===== src/prbs_irq_map.svh =====
// Register offsets, field positions, reset values and counts of the block
`ifndef PRBS_IRQ_MAP_SVH
`define PRBS_IRQ_MAP_SVH

// ****************************************************************
// Register addresses on the serial port
// ****************************************************************
`define ADDR_PATTERN_SEL   15'h0014
`define ADDR_CHIP_EN       15'h0020
`define ADDR_CHIP_STAT     15'h0024
`define ADDR_CHK_CTRL      15'h014b
`define ADDR_I_ERRCNT      15'h014c
`define ADDR_Q_ERRCNT      15'h014d
`define ADDR_LINK_0        15'h0470
`define ADDR_LINK_1        15'h0471
`define ADDR_LINK_2        15'h0472
`define ADDR_LINK_3        15'h0473
`define ADDR_LANE_EN_0     15'h04b8
`define ADDR_LANE_EN_1     15'h04b9
`define ADDR_LANE_ST_0     15'h04ba
`define ADDR_LANE_ST_1     15'h04bb

// ****************************************************************
// Field positions
// ****************************************************************
`define PAT_SEL_BIT        2
`define CHK_EN_BIT         0
`define CHK_RST_BIT        1
`define I_PASS_BIT         6
`define Q_PASS_BIT         7
`define I_FAIL_EVT         0
`define Q_FAIL_EVT         1

// ****************************************************************
// Reset values
// ****************************************************************
`define RST_BYTE           8'h00
`define RST_CTRL           2'h0

// ****************************************************************
// Frame and pattern counts
// ****************************************************************
`define SPI_HDR_LAST       5'h0f
`define SPI_FRAME_LAST     5'h17
`define PRBS7_TAP_A        7
`define PRBS7_TAP_B        6
`define PRBS15_TAP_A       15
`define PRBS15_TAP_B       14
`define MAX_EVENTS         75

`endif


===== src/prbs_irq_pkg.sv =====
// Types shared by the checker and interrupt block
package prbs_irq_pkg;

   typedef logic [7:0] byte_t;

   typedef enum logic [1:0] {
      SPI_IDLE = 2'b00,
      SPI_HDR  = 2'b01,
      SPI_DATA = 2'b10
   } spi_state_e;

   typedef struct packed {
      logic        sclk;
      spi_state_e  st;
      logic [4:0]  bit_cnt;
      logic [15:0] hdr;
      byte_t       wdat;
      byte_t       rdsh;
      logic        sdo;
      logic        sdo_oe;
      byte_t       pat_cfg;
      logic [1:0]  chk_ctrl;
      byte_t       chip_en;
      byte_t       chip_src;
      byte_t       chip_prev;
      logic [31:0] link_en;
      logic [31:0] link_src;
      logic [31:0] link_prev;
      logic [15:0] lane_en;
      logic [15:0] lane_src;
      logic [15:0] lane_prev;
      logic        irq_oe;
      logic        irq_lvl;
   } irq_state_s;

endpackage


===== src/prbs_word_checker.sv =====
// Self-synchronising PRBS7/PRBS15 checker for one data path
`timescale 1ns/1ns
`include "prbs_irq_map.svh"
module prbs_word_checker #(
   parameter int WORD_W = 32,
   parameter int CNT_W  = 8
) (
   // Clock and reset
   input  logic              sys_clk,
   input  logic              reset,
   // Control
   input  logic              run,
   input  logic              hold,
   input  logic              prbs15,
   // Received word
   input  logic [WORD_W-1:0] data,
   input  logic              valid,
   // Results
   output logic [CNT_W-1:0]  err_cnt,
   output logic              fail
);

   // Taps reach fifteen bits back; the count is one byte at most
   if (WORD_W < 16 || CNT_W < 1 || CNT_W > 8) begin : g_bad_size
      $error("prbs_word_checker: unsupported WORD_W or CNT_W");
   end

   typedef struct packed {
      logic [WORD_W-1:0] prev;
      logic              have_prev;
      logic [CNT_W-1:0]  cnt;
      logic              seen;
   } chk_state_s;

   chk_state_s q;
   chk_state_s d;

   // ****************************************************************
   // Prediction of each new bit from the bits before it
   // ****************************************************************
   always_comb begin
      logic [2*WORD_W-1:0] t;
      logic                mis;
      logic                expd;
      t    = '0;
      mis  = 1'b0;
      expd = 1'b0;
      d    = q;
      // Oldest bit first: previous word then new word, MSB first
      for (int k = 0; k < WORD_W; k++) begin
         t[k]        = q.prev[WORD_W-1-k];
         t[WORD_W+k] = data[WORD_W-1-k];
      end
      for (int k = WORD_W; k < 2*WORD_W; k++) begin
         if (prbs15) begin
            expd = t[k-`PRBS15_TAP_A] ^ t[k-`PRBS15_TAP_B];
         end else begin
            expd = t[k-`PRBS7_TAP_A] ^ t[k-`PRBS7_TAP_B];
         end
         mis = mis | (expd ^ t[k]);
      end
      if (hold) begin
         d = '0;
      end else if (run && valid) begin
         d.prev      = data;
         d.have_prev = 1'b1;
         // One count per word however many bits differ
         if (q.have_prev && mis) begin
            d.seen = 1'b1;
            if (q.cnt != {CNT_W{1'b1}}) begin
               d.cnt = q.cnt + 1'b1;
            end
         end
      end
   end

   always_ff @(posedge sys_clk) begin
      if (reset) begin
         q <= '0;
      end else begin
         q <= d;
      end
   end

   assign err_cnt = q.cnt;
   assign fail    = q.seen;

endmodule


===== src/datapath_prbs_check_and_irq.sv =====
// Serial register port, datapath PRBS checkers and event interrupt logic
`timescale 1ns/1ns
`include "prbs_irq_map.svh"
module datapath_prbs_check_and_irq #(
   parameter int WORD_W    = 32,
   parameter int CHIP_EVTS = 8,
   parameter int LINK_EVTS = 32,
   parameter int LANE_EVTS = 16
) (
   // Clock and reset
   input  logic              sys_clk,
   input  logic              reset,
   // Serial control port
   input  logic              spi_sclk,
   input  logic              spi_cs_n,
   input  logic              spi_sdi,
   output logic              spi_sdo,
   output logic              spi_sdo_oe,
   // Received datapath words
   input  logic [WORD_W-1:0] i_data,
   input  logic [WORD_W-1:0] q_data,
   input  logic              data_valid,
   // Event inputs
   input  logic [7:2]        chip_event_in,
   input  logic [31:0]       link_event_in,
   input  logic [15:0]       lane_event_in,
   // Open-drain alert
   output logic              irq_n_out,
   output logic              irq_n_oe
);

   // Register widths are fixed by the map
   if (CHIP_EVTS != 8 || LINK_EVTS != 32 || LANE_EVTS != 16) begin : g_bad_map
      $error("datapath_prbs_check_and_irq: bad event counts");
   end
   // Total of monitored events is bounded
   if (CHIP_EVTS + LINK_EVTS + LANE_EVTS > `MAX_EVENTS) begin : g_too_many
      $error("datapath_prbs_check_and_irq: too many events");
   end
   // Checker words are one 32-bit group
   if (WORD_W != 32) begin : g_bad_word
      $error("datapath_prbs_check_and_irq: WORD_W must be 32");
   end

   prbs_irq_pkg::irq_state_s q;
   prbs_irq_pkg::irq_state_s d;

   logic [7:0] i_cnt;
   logic [7:0] q_cnt;
   logic       i_fail;
   logic       q_fail;
   logic       chk_run;
   logic       chk_hold;
   logic       pat15;

   // ****************************************************************
   // Checker control decode
   // ****************************************************************
   // 11 runs with state held cleared, 01 runs free
   assign chk_run  = q.chk_ctrl[`CHK_EN_BIT];
   assign chk_hold = q.chk_ctrl[`CHK_RST_BIT];
   assign pat15    = q.pat_cfg[`PAT_SEL_BIT];

   // ****************************************************************
   // In-phase and quadrature checkers
   // ****************************************************************
   prbs_word_checker #(
      .WORD_W (WORD_W),
      .CNT_W  (8)
   ) i_checker (
      .sys_clk (sys_clk),
      .reset   (reset),
      .run     (chk_run),
      .hold    (chk_hold),
      .prbs15  (pat15),
      .data    (i_data),
      .valid   (data_valid),
      .err_cnt (i_cnt),
      .fail    (i_fail)
   );

   prbs_word_checker #(
      .WORD_W (WORD_W),
      .CNT_W  (8)
   ) q_checker (
      .sys_clk (sys_clk),
      .reset   (reset),
      .run     (chk_run),
      .hold    (chk_hold),
      .prbs15  (pat15),
      .data    (q_data),
      .valid   (data_valid),
      .err_cnt (q_cnt),
      .fail    (q_fail)
   );

   // ****************************************************************
   // Event vectors
   // ****************************************************************
   logic [7:0] chip_ev;
   always_comb begin
      chip_ev              = {chip_event_in, 2'b00};
      chip_ev[`I_FAIL_EVT] = i_fail;
      chip_ev[`Q_FAIL_EVT] = q_fail;
   end

   // ****************************************************************
   // Register readback
   // ****************************************************************
   function automatic prbs_irq_pkg::byte_t read_reg(
      input logic [14:0] addr,
      input prbs_irq_pkg::irq_state_s s,
      input logic [7:0] cev,
      input logic [7:0] ic,
      input logic [7:0] qc,
      input logic if_, input logic qf_);
      prbs_irq_pkg::byte_t r;
      r = `RST_BYTE;
      unique case (addr)
         `ADDR_PATTERN_SEL: r = s.pat_cfg;
         `ADDR_CHIP_EN:     r = s.chip_en;
         // Latched source if enabled, otherwise the live event
         `ADDR_CHIP_STAT:
            r = (s.chip_en & s.chip_src) | (~s.chip_en & cev);
         `ADDR_CHK_CTRL: begin
            r = {6'h00, s.chk_ctrl};
            r[`I_PASS_BIT] = ~if_;
            r[`Q_PASS_BIT] = ~qf_;
         end
         `ADDR_I_ERRCNT:    r = ic;
         `ADDR_Q_ERRCNT:    r = qc;
         `ADDR_LINK_0:      r = s.link_src[7:0] & s.link_en[7:0];
         `ADDR_LINK_1:      r = s.link_src[15:8] & s.link_en[15:8];
         `ADDR_LINK_2:      r = s.link_src[23:16] & s.link_en[23:16];
         `ADDR_LINK_3:      r = s.link_src[31:24] & s.link_en[31:24];
         `ADDR_LANE_ST_0:   r = s.lane_src[7:0] & s.lane_en[7:0];
         `ADDR_LANE_ST_1:   r = s.lane_src[15:8] & s.lane_en[15:8];
         default:           r = `RST_BYTE;
      endcase
      return r;
   endfunction

   // ****************************************************************
   // Next state
   // ****************************************************************
   always_comb begin
      logic        rise_sclk;
      logic        fall_sclk;
      logic        wr;
      logic [14:0] waddr;
      logic [7:0]  wbyte;
      logic [7:0]  chip_rst;
      logic [31:0] link_rst;
      logic [15:0] lane_rst;
      rise_sclk = 1'b0;
      fall_sclk = 1'b0;
      wr        = 1'b0;
      waddr     = '0;
      wbyte     = '0;
      chip_rst  = '0;
      link_rst  = '0;
      lane_rst  = '0;
      d         = q;

      // Serial frame: R/W, 15 address bits, 8 data bits, MSB first
      d.sclk    = spi_sclk;
      rise_sclk = spi_sclk & ~q.sclk;
      fall_sclk = ~spi_sclk & q.sclk;
      if (spi_cs_n) begin
         d.st      = prbs_irq_pkg::SPI_IDLE;
         d.bit_cnt = '0;
         d.sdo_oe  = 1'b0;
         d.sdo     = 1'b0;
      end else begin
         unique case (q.st)
            prbs_irq_pkg::SPI_IDLE: begin
               d.st = prbs_irq_pkg::SPI_HDR;
               if (rise_sclk) begin
                  d.hdr     = {q.hdr[14:0], spi_sdi};
                  d.bit_cnt = 5'h01;
               end
            end
            prbs_irq_pkg::SPI_HDR: begin
               if (rise_sclk) begin
                  d.hdr     = {q.hdr[14:0], spi_sdi};
                  d.bit_cnt = q.bit_cnt + 5'h01;
                  if (q.bit_cnt == `SPI_HDR_LAST) begin
                     d.st   = prbs_irq_pkg::SPI_DATA;
                     d.rdsh = read_reg({q.hdr[13:0], spi_sdi}, q,
                                       chip_ev, i_cnt, q_cnt,
                                       i_fail, q_fail);
                  end
               end
            end
            prbs_irq_pkg::SPI_DATA: begin
               if (rise_sclk && q.bit_cnt <= `SPI_FRAME_LAST) begin
                  d.wdat    = {q.wdat[6:0], spi_sdi};
                  d.bit_cnt = q.bit_cnt + 5'h01;
                  if (q.bit_cnt == `SPI_FRAME_LAST && !q.hdr[15]) begin
                     wr    = 1'b1;
                     waddr = q.hdr[14:0];
                     wbyte = {q.wdat[6:0], spi_sdi};
                  end
               end
               // Read data shifted out on falling edges
               if (fall_sclk && q.hdr[15]) begin
                  d.sdo    = q.rdsh[7];
                  d.rdsh   = {q.rdsh[6:0], 1'b0};
                  d.sdo_oe = 1'b1;
               end
            end
            default: d.st = prbs_irq_pkg::SPI_IDLE;
         endcase
      end

      // Register writes and their side effects
      if (wr) begin
         unique case (waddr)
            `ADDR_PATTERN_SEL: d.pat_cfg = wbyte;
            `ADDR_CHIP_EN:     d.chip_en = wbyte;
            `ADDR_CHIP_STAT:   chip_rst = wbyte;
            `ADDR_CHK_CTRL:    d.chk_ctrl = wbyte[1:0];
            // Link byte sets enables; a 1 on an enabled bit resets it
            `ADDR_LINK_0: begin
               d.link_en[7:0]  = wbyte;
               link_rst[7:0]   = wbyte & q.link_en[7:0];
            end
            `ADDR_LINK_1: begin
               d.link_en[15:8] = wbyte;
               link_rst[15:8]  = wbyte & q.link_en[15:8];
            end
            `ADDR_LINK_2: begin
               d.link_en[23:16] = wbyte;
               link_rst[23:16]  = wbyte & q.link_en[23:16];
            end
            `ADDR_LINK_3: begin
               d.link_en[31:24] = wbyte;
               link_rst[31:24]  = wbyte & q.link_en[31:24];
            end
            `ADDR_LANE_EN_0:   d.lane_en[7:0] = wbyte;
            `ADDR_LANE_EN_1:   d.lane_en[15:8] = wbyte;
            `ADDR_LANE_ST_0:   lane_rst[7:0] = wbyte;
            `ADDR_LANE_ST_1:   lane_rst[15:8] = wbyte;
            default: ;
         endcase
      end

      // Edge latch: set beats reset, disable forces zero
      d.chip_prev = chip_ev;
      d.link_prev = link_event_in;
      d.lane_prev = lane_event_in;
      d.chip_src  = d.chip_en & ((chip_ev & ~q.chip_prev) |
                    (q.chip_src & ~chip_rst));
      d.link_src  = d.link_en & ((link_event_in & ~q.link_prev) |
                    (q.link_src & ~link_rst));
      d.lane_src  = d.lane_en & ((lane_event_in & ~q.lane_prev) |
                    (q.lane_src & ~lane_rst));

      // Alert driven low only, released otherwise
      d.irq_oe  = |{d.chip_src, d.link_src, d.lane_src};
      d.irq_lvl = 1'b0;
   end

   // ****************************************************************
   // State register
   // ****************************************************************
   always_ff @(posedge sys_clk) begin
      if (reset) begin
         q <= '0;
      end else begin
         q <= d;
      end
   end

   assign spi_sdo    = q.sdo;
   assign spi_sdo_oe = q.sdo_oe;
   assign irq_n_out  = q.irq_lvl;
   assign irq_n_oe   = q.irq_oe;

endmodule


===== config.mk =====
export PLATFORM = sky130hd
export DESIGN_NAME = datapath_prbs_check_and_irq
export DESIGN_NICKNAME = d
export VERILOG_FILES = /design/src/prbs_irq_pkg.sv /design/src/prbs_word_checker.sv /design/src/datapath_prbs_check_and_irq.sv
export VERILOG_INCLUDE_DIRS = /design/src /design/src/src
export SDC_FILE = /design/constraint.sdc
export NUM_CORES = 1
export LEC_CHECK = 0
export ABC_AREA = 1
export BUFFER_PORTS_ARGS = -buffer_cell sky130_fd_sc_hd__buf_2
export CAP_MARGIN = 20
export CORE_MARGIN = 2
export CORE_UTILIZATION = 41
export CTS_CLUSTER_SIZE = 24
export DETAILED_ROUTE_END_ITERATION = 6
export PLACE_DENSITY = 0.59
export SLEW_MARGIN = 20
export SYNTH_ARGS = -nofsm -noshare
export SYNTH_HDL_FRONTEND = slang
export SYNTH_SLANG_ARGS = --single-unit

===== constraint.sdc =====
create_clock -name sys_clk -period 6.2 [get_ports sys_clk]
set_clock_uncertainty 0.1 [all_clocks]
set_input_delay 0.93 -clock sys_clk [delete_from_list [all_inputs] [get_ports sys_clk]]
set_output_delay 0.93 -clock sys_clk [all_outputs]
set_load 0.01 [all_outputs]

# Yosys cells after proc, flatten, opt, wreduce, memory -nomap -nowiden
# Cells that the tools add are included.
[word_totals]
ff_bits = 271
in_bits = 124
out_inout_bits = 4
elab_cells = 449
[op_classes]
add_sub_neg = 3
order_cmp = 1
eq_ne = 35
muxes = 110
n_bitwise = 246
reduce_logical = 26
[op_table]
columns = ["op", "count"]
rows = [
  ["$eq 15x11->1 const B", 14],
  ["$mux 8", 22],
  ["$xor 1x1->1", 144],
  ["$and 8x8->8", 15],
  ["$and 32x32->32", 3],
  ["$pmux 8 s12", 1],
  ["$mux 1", 68],
  ["$mux 32", 2],
  ["$not 32->32", 2],
  ["$or 1x1->1", 62],
  ["$eq 15x6->1 const B", 4],
  ["$eq 15x9->1 const B", 4],
  ["$mux 15", 4],
  ["$reduce_or 56->1", 1],
  ["$and 16x16->16", 3],
  ["$mux 16", 2],
  ["$not 16->16", 2],
  ["$or 32x32->32", 1],
  ["$pmux 16 s2", 1],
  ["$eq 15x5->1 const B", 2],
  ["$not 8->8", 3],
  ["$mux 23", 1],
  ["$mux 21", 1],
  ["$mux 18", 1],
  ["29 further kinds", 58],
]

# Longest topological paths before layout
# Gate-level depths: netlist of run 1.
[logic_depth]
ltp_word = 36
mapped_depth = 21
mapped_depth_nobuf = 21

# Modules after synthesis
# A second synthesis of run 1 with hierarchy kept.
[unflattened]
hier_cells = 2558
area_unflattened_um2 = 15698.8
[modules_own_cells]
columns = ["module", "n_inst", "cells_each", "area_per_inst_um2", "seq_area_each_um2"]
rows = [
  ["datapath_prbs_check_and_irq", 1, 1510, 10176.0, 4404.2],
  ["prbs_word_checker", 2, 524, 2761.4, 500.5],
]

# Worst setup path after synthesis of run 1
# No wires, ideal clock.
[synth_path]
path_kind = "input-to-reg"
start = "input port spi_cs_n"
end = "register q (netlist bit irq_n_oe)"
setup_time_ps = 128
arrival_ps = 2686
required_time_ps = 5972
setup_slack_ps = 3286
cell_stages = 19
path_buffers = 1
path_cell_list = "inv_1 > nand3_1 > nor2_4 > nand4_1 > nor2_2 > nand2_4 > nor2_4 > inv_4 > buf_6 > nand2_2 > o21ai_2 > nand2_2 > nand2_1 > nor2_1 > nand2_1 > nor2_1 > nand2_1 > nor2_1 > nor2_1"
[synth_via]
elab_chain_len = 9
word_cells_on_any_way = 50
classes_between = "10 x eq/ne; 23 x mux; 16 x bitwise; 1 x reduce/logical"
[synth_lines]
columns = ["element", "line_no", "text"]
rows = [
  ["start, declared", "datapath_prbs_check_and_irq.sv:15", "input logic spi_cs_n,"],
  ["$mux 15 / $mux 8 (equally long branches)", "datapath_prbs_check_and_irq.sv:169", "if (spi_cs_n) begin"],
  ["$eq 15x11->1, or another cell as far along", "datapath_prbs_check_and_irq.sv:218", "unique case (waddr)"],
  ["$mux 8", "datapath_prbs_check_and_irq.sv:218", ""],
  ["$mux 16, or another cell as far along", "datapath_prbs_check_and_irq.sv:217", "if (wr) begin"],
  ["$not 16->16, or another cell as far along", "datapath_prbs_check_and_irq.sv:257", "(q.lane_src & ~lane_rst));"],
  ["$and 16x16->16, or another cell as far along", "datapath_prbs_check_and_irq.sv:257", ""],
  ["$or 16x16->16, or another cell as far along", "datapath_prbs_check_and_irq.sv:256", "d.lane_src = d.lane_en & ((lane_event_in & ~q.lane_prev) |"],
  ["$and 16x16->16, or another cell as far along", "datapath_prbs_check_and_irq.sv:256", ""],
  ["$reduce_or 56->1 (*)", "datapath_prbs_check_and_irq.sv:260", "d.irq_oe = |{d.chip_src, d.link_src, d.lane_src};"],
  ["end signal, assigned", "datapath_prbs_check_and_irq.sv:269", "q <= '0;"],
  ["end signal, assigned", "datapath_prbs_check_and_irq.sv:271", "q <= d;"],
  ["end, declared", "datapath_prbs_check_and_irq.sv:45", "prbs_irq_pkg::irq_state_s q;"],
]
# Mark *: on every way between the ends. The rest lies on a longest branch, timed or not.
# A chain may end at the register's enable or synchronous reset.

# Worst setup path in the final report of run 1
[layout_path]
start = "register q[219] in the netlist's numbering"
end = "register q (netlist bit irq_n_oe)"
[layout_via]
elab_chain_len = 11
word_cells_on_any_way = 54
classes_between = "11 x eq/ne; 26 x mux; 16 x bitwise; 1 x reduce/logical"
[layout_lines]
columns = ["element", "line_no", "text"]
rows = [
  ["$eq 2x2->1 (*)", "datapath_prbs_check_and_irq.sv:175", "unique case (q.st)"],
  ["$mux 15 / $mux 8 (equally long branches)", "datapath_prbs_check_and_irq.sv:175", ""],
  ["$mux 15 / $mux 8 (equally long branches)", "datapath_prbs_check_and_irq.sv:169", ""],
  ["$eq 15x11->1, or another cell as far along", "datapath_prbs_check_and_irq.sv:218", ""],
  ["$mux 8", "datapath_prbs_check_and_irq.sv:218", ""],
  ["$mux 16, or another cell as far along", "datapath_prbs_check_and_irq.sv:217", ""],
  ["$not 16->16, or another cell as far along", "datapath_prbs_check_and_irq.sv:257", ""],
  ["$and 16x16->16, or another cell as far along", "datapath_prbs_check_and_irq.sv:257", ""],
  ["$or 16x16->16, or another cell as far along", "datapath_prbs_check_and_irq.sv:256", ""],
  ["$and 16x16->16, or another cell as far along", "datapath_prbs_check_and_irq.sv:256", ""],
  ["$reduce_or 56->1 (*)", "datapath_prbs_check_and_irq.sv:260", ""],
]
# Marked as above.

==> out/metrics.yaml, run 1 <==
finish:
  nets: 2278
  multiInputGateArea_mm2: 0.00759
  area_growth_pct: 15.2
  fin_util_pct: 48.2
  seqCellArea_mm2: 0.00539
  nFillCells: 3506
  diodes: 0
  drive_gt1_share_pct: 13.7
detailed_routing:
  drt-total-wl_um: 43900
  drtPass1Iterations: 5
  viasPerCell: 5.13
  vias: 13400
  drc: 0
  ant_nets: 0
  drt-initial-drc-count: 1071
  wl_per_cell_um: 16.8
clocking:
  root_buffer: "clkbuf_16"
  cts_resized: 0
  htreeDepth: 1
  clock_path_buffers: 3
  insertion_delay_ps: 580
  cts_tree: "done"
  numCtsBuffers: 31
  cts_sinks: 269
  postCtsSetupRepairBufs: 0
  clk_pin_slew_ps: 60
  cts_hold_buf: 0
power_and_ir_drop:
  p_sw_share_pct: 23.7
  internal_power_uw: 3180
  pwr-share-comb_pct: 8.5
  pwr-share-seq_pct: 42.6
  leakagePower_uw: 0.00695
  power.density_mw_per_mm2: 257
  p_switching_uw: 987
  peakVddDrop_v: 0.000228
  power.share.clock_pct: 48.9
hold_path:
  hp-class: "reg -> reg"
  holdPathStages: 2
  holdPathEnd: "q[189]"
  hold_start: "q[189]"
place:
  post-place-ws_ps: 2060
  port_buffers: 126
  gp_congestion: 0.958
  dpl.hpwl_um: 33100
sta:
  fmax_mhz: 265
  tightestPinTransition_ps: 1100
  fin_ws_ps: 2430
  finalCritPeriodShare_pct: 60.8
  relSlewSlack_pct: 26.5
  setup_viol: 0
  finalHoldViolCount: 0
  final-max-slew-violation-count: 0
  finalSetupTns_ps: 0
  rsz0062_at_grt: "no"
  fin_crit_ps: 3770
status:
  status: "finished, final reports clean"
logic_synthesis:
  syn_area_per_cell_um2: 6.90
  synth.largest_area_cell: "dfxtp_1"
  yosysSeqAreaShare_pct: 38.2
  synthTopCellsByArea: "dfxtp_1 (38%), nand2_1 (11%), nor2_1 (7.9%)"
  ys_warn_count: 0
  synth_top_area_share_pct: 38.2
  synth_seq_cells: 269
  syn-cell-area_mm2: 0.0141
  syn_inst: 2041
  synth.net_count: 2173
  yosysUniqueCellTypes: 52
critical_path:
  rrSetupSlack_ps: 2430
  r2r-start: "q[219]"
  worstPathCellList: "inv_1 > ha_1 > inv_2 > nor2_4 > nand3_4 > nor2_1 > inv_2 > o21ai_0 > nand2_1 > nand2_1 > nand2_1 > nor2_1 > nand2_1 > nor2_1 > nand2_1 > nor2_1 > nor2_1"
  max_stage_delay_ps: 860
  worst_ep_arrival_time_ps: 4110
  rr_worst_depth: 17
  end_kind: "flip-flop"
  reg2reg_to: "irq_n_oe"
  critPathMaxFanout: 9
  crit_type: "reg -> reg"
  cp_slowest_cell: "nor2_1"
  critical_path_required_ps: 6540
  cp-start-kind: "flip-flop"
floorplan:
  die_h_um: 189
  die_area_mm2: 0.0359
  io_pins: 128
  num_rows: 67
  core_area_mm2: 0.0337
  initial_core_util_pct: 41.8
  dieWidth_um: 189
global_routing:
  antenna_found_initial: 0
  globalRoute.totalOverflow: 0
  grt_pass1_wl_um: 68800
  grt_pass1_vias: 12700
  gr-usage-all-layers_pct: 24.2
  grt_max_degree: 95
job:
  cap_viol_max_count: 0
## power by group through the flow
stage / logic, µW / registers (µW) / clock network, µW
6_report: 353 / 1780 / 2040
5_1_grt: 397 / 1780 / 2150
4_1_cts: 353 / 1780 / 2080
3_5_place_dp: 351 / 1810 / 0
3_3_place_gp: 351 / 1810 / 0
2_1_floorplan: 227 / 1810 / 0
## registers in the layout, summed over array words and instances (netlist names)
| name | count |
|---|---|
| i_checker.q | 16 |
| q | 214 |
| chk_hold | 1 |
| i_checker.fail | 1 |
| spi_sdo | 1 |
| q_checker.fail | 1 |
| pat15 | 1 |
| i_checker.err_cnt | 8 |
| chk_run | 1 |
| q_checker.q | 15 |
| q_checker.err_cnt | 8 |
| irq_n_oe | 1 |
| spi_sdo_oe | 1 |
## through the flow
| stage | area, µm² | power (µW) | hold WS [ps] | std cells |
|---|---|---|---|---|
| after floorplan | 14100 | 2030 | 330 | 2041 |
| after global placement | 15100 | 2160 | 353 | 2561 |
| after detailed placement | 15100 | 2160 | 356 | 2561 |
| after CTS | 16200 | 4200 | 363 | 2617 |
| after global routing | 16200 | 4320 | 392 | 2617 |
| final | 16200 | 4170 | 363 | 2617 |
## cell usage in the layout (no fill, tap or decap), drive strengths merged, types with 18 or more instances in the layout
cell type  Yosys  routed
nand4         18      18
or2           53      53
nand2        438     438
nor2         310     310
xnor2         78      78
nor4          18      18
xor2          54      54
inv          219     221
clkbuf        46      44
nand3        120     120
nor3          22      22
buf           17     135
o21ai        213     213
dfxtp        269     269
a21oi         99      99
## critical path: cells and delay by family (launching register included)
family / cells / cell delay, ps
buffers and inverters: 3 / 610
AO/OA/AOI/OAI: 1 / 260
flip-flops: 1 / 320
adder cells (fa/ha/maj): 1 / 370
AND/OR/NAND/NOR: 12 / 1950
## cells in the mapped netlist, drive strengths merged
cell,number
o2111a,3
o2111ai,7
a211oi,8
ha,8
nand3b,2
a311oi,6
and3,2
inv,219
nor2,310
clkinv,1
nand2,438
clkbuf,46
nand3,120
o221a,1
o221ai,3
xor2,54
a31oi,5
nor4,18
dfxtp,269
o21ai,213
o211ai,2
conb,1
o22ai,5
nand4,18
nor3,22
and3b,1
or2,53
o31ai,1
xnor2,78
a22oi,1
a21oi,99
buf,17
mux2i,8
a221oi,2
## logic make-up after synthesis
logic type | after synthesis | share of synthesized area (%)
compound gates | 356 | 13.8
mux | 8 | 0.568
simple gates | 984 | 30.5
xor+xnor | 132 | 8.21
fa+ha+maj | 8 | 0.710
other cells | 1 | 0.0266
buf+inv | 283 | 7.94
flops | 269 | 38.2
## routing by layer
metal	up-vias	track usage, %	share of wire, %
met5	-	0	0
met2	405	40.4	45
li1	6778	-	-
met3	87	3.47	5.5
met1	6147	31.7	45
met4	0	9.42	4.2
## layout make-up
class	count	area share [%]
clock buffers	44	5.70
clock inverters	12	1.45
inverters	220	5.12
multi-input cells	1489	46.8
flip-flops and latches	269	33.2
well taps	448	3.45
repair buffers	135	4.34
## how the worst max path moves through the flow
stage | startpoint | cells past startpoint | slack [ps] | endpoint
finish | q[219] | 17 | 2430 | irq_n_oe
global route | q[219] | 17 | 2150 | irq_n_oe
CTS | q[219] | 17 | 2380 | irq_n_oe
detailed placement | spi_cs_n | 17 | 2060 | irq_n_oe
global placement | spi_cs_n | 17 | 2070 | irq_n_oe
floorplan | spi_cs_n | 19 | 3290 | irq_n_oe
(Power assumes the default switching activity.)
==> run 2: changes to the inputs <==
PLACE_DENSITY = 0.61   (was 0.59)
clock period = 3.2 ns   (was 6.2 ns; I/O delays follow)
==> run 2 against run 1 <==
Highest routed layer unchanged; routed wire length grew 2.5%; sequential share of layout area shrank 1.1 points; utilization grew 1.6 points; cell area grew 3.3%.
==> out/metrics.yaml, run 2 (synthesis results as in run 1) <==
clocking:
  cts_tree: "done"
  cts_sinks: 269  # unchanged
  htreeDepth: 1  # unchanged
  insertion_delay_ps: 560  # -20 ps
  cts_hold_buf: 0  # unchanged
  numCtsBuffers: 31  # unchanged
  clk_pin_slew_ps: 60  # about the same
  root_buffer: "clkbuf_16"
  clock_path_buffers: 3  # unchanged
sta:
  setup_viol: 0  # unchanged
  tightestPinTransition_ps: 1020  # -82.3 ps
  relSlewSlack_pct: 32.2  # +5.7 points
  fmax_mhz: 329  # +24%
  hold_ws_ps: 28.7  # -334 ps
  finalHoldViolCount: 0  # unchanged
  fin_crit_ps: 3040  # -736 ps
  final-max-slew-violation-count: 0  # unchanged
  finalCritPeriodShare_pct: 94.9  # +34 points
critical_path:
  rr_worst_depth: 18  # +1
  endpoint: "irq_n_oe"
  cp-start-kind: "flip-flop"
  end_kind: "flip-flop"
  crit_type: "reg -> reg"
  critPathMaxFanout: 8  # -1
  reg2reg_to: "irq_n_oe"
  r2r-start: "q[214]"
  crit_start: "q[214]"
  rrSetupSlack_ps: 160  # -2260 ps
  critical_path_required_ps: 3520  # -3020 ps
  worst_ep_arrival_time_ps: 3350  # -760 ps
floorplan:
  num_rows: 67  # unchanged
  initial_core_util_pct: 41.8  # unchanged
  dieWidth_um: 189  # unchanged
  core_area_mm2: 0.0337  # unchanged
  die_area_mm2: 0.0359  # unchanged
  io_pins: 128  # unchanged
  die_h_um: 189  # unchanged
finish:
  drive_gt1_share_pct: 16.9  # +3.2 points
  top_regs: "q: 214 flops, i_checker.q: 16 flops, q_checker.q: 15 flops"
  diodes: 0  # unchanged
  design_area_mm2: 0.0168  # +3.3%
  top_register: "q"
  final_cell_mix: "nand2_1 (420), nor2_1 (292), dfxtp_1 (267)"
  nFillCells: 3515  # +0.26%
  area_growth_pct: 19.0
  nets: 2350  # +3.2%
  final_common_cell: "nand2_1"
  largest_reg_flops: 214  # unchanged
  fin_util_pct: 49.8  # +1.6 points
detailed_routing:
  drc: 0  # unchanged
  drtPass1Iterations: 5  # unchanged
  drt-initial-drc-count: 1152  # +7.6%
  wl_per_cell_um: 16.8  # -0.24%
  drt-total-wl_um: 45000  # +2.5%
  ant_nets: 0  # unchanged
  viasPerCell: 5.12  # about the same
  vias: 13800  # +2.7%
global_routing:
  grt_pass1_vias: 12600  # -1.1%
  grt_max_degree: 71  # -25%
  antenna_found_initial: 0  # unchanged
  met2_usage_pct: 39.7  # -0.68 points
  grt_pass1_wl_um: 68700  # -0.17%
  grt_use_met1_pct: 31.9  # +0.20 points
  globalRoute.totalOverflow: 0  # unchanged
  globalRouteMet3Util_pct: 3.04  # -0.43 points
  gr-usage-all-layers_pct: 24.3  # +0.050 points
  top_usage_layer: "met2"
place:
  placed_area_mm2: 0.0155  # +2.7%
  gp_congestion: 0.962  # +0.43%
  dpl.hpwl_um: 33700  # +1.9%
  port_buffers: 126  # unchanged
power_and_ir_drop:
  leakagePower_uw: 0.00722  # +3.9%
  peakVddDrop_v: 0.000363  # +59%
  power.density_mw_per_mm2: 453  # +76%
status:
  status: "finished, final reports clean"
hold_path:
  hp-class: "in -> reg"
job:
  cap_viol_max_count: 0  # unchanged
## run 2: cell types whose count changed in the layout (fill, tap and decap cells not counted), sizes merged
cell	previous run	this run
bufinv	6	1
buf	135	206
nand3	120	121
clkbuf	44	48
## run 2: routing by layer
metal	wire length, µm	share of wire [%]	up-vias
li1	-	-	6927
met1	19800	44	6267
met2	20300	45	476
met3	2690	6.0	105
met4	2210	4.9	0
met5	0	0	-
## run 2: worst min-delay path by stage
stage,start,end,slack (ps),cells after the start
floorplan,q[196],q[196],330,2
global placement,q[189],spi_sdo,350,2
detailed placement,q[189],spi_sdo,360,2
CTS,lane_event_in[11],q[13],20,3
global route,lane_event_in[4],q[6],30,3
finish,lane_event_in[11],q[13],30,3
## run 2: metrics by stage
stage	setup WS (ps)	TNS, ps	power [µW]	std cells
finish	165	0	7590	2688
global route	-4.56	-4.56	7900	2688
CTS	28.1	0	7660	2666
detailed placement	-19.9	-19.9	4210	2611
global placement	-64.1	-64.1	4200	2611
floorplan	609	0	3940	2041
## run 2: what timing repair did
item / in CTS / in global routing
cloned: 0 / 1
gates resized for setup: 0 / 26
endpoints found under the hold margin: 0 / 0
pin swaps: 1 / 11
buffers inserted: 0 / 21
endpoints found under the setup margin: 1 / 1
## run 2: worst max-delay path, stage by stage, from the launching register on
cell and delay [ps]:
dfxtp_2 350, ha_2 200, nand2_2 100, nor3_4 330, nand4_1 210, nor2_4 220
nand2_1 100, nor2_1 230, nand2_2 190, nand2_1 120, nand2_1 60, nand2_1 80
nand2_1 80, nor2_1 90, nand2_1 90, nor2_4 160, nand2_1 70, nor2_1 80
nor2_1 50
## run 2: cell type report
type                            count  area [µm²]  share of cell area (%)
Timing Repair Buffer              206        1310                    7.80
Inverter                          220         841                    5.01
Clock buffer                       48         930                    5.54
Tap cell                          448         561                    3.34
Clock inverter                      7        71.3                   0.425
Multi-Input combinational cell   1490        7670                    45.8
Sequential cell                   269        5390                    32.1
## run 2: power by group
group          total [µW]  internal (µW)  switching (µW)
combinational         701            278             423
clock                3450           2060            1390
sequential           3440           3410            29.7
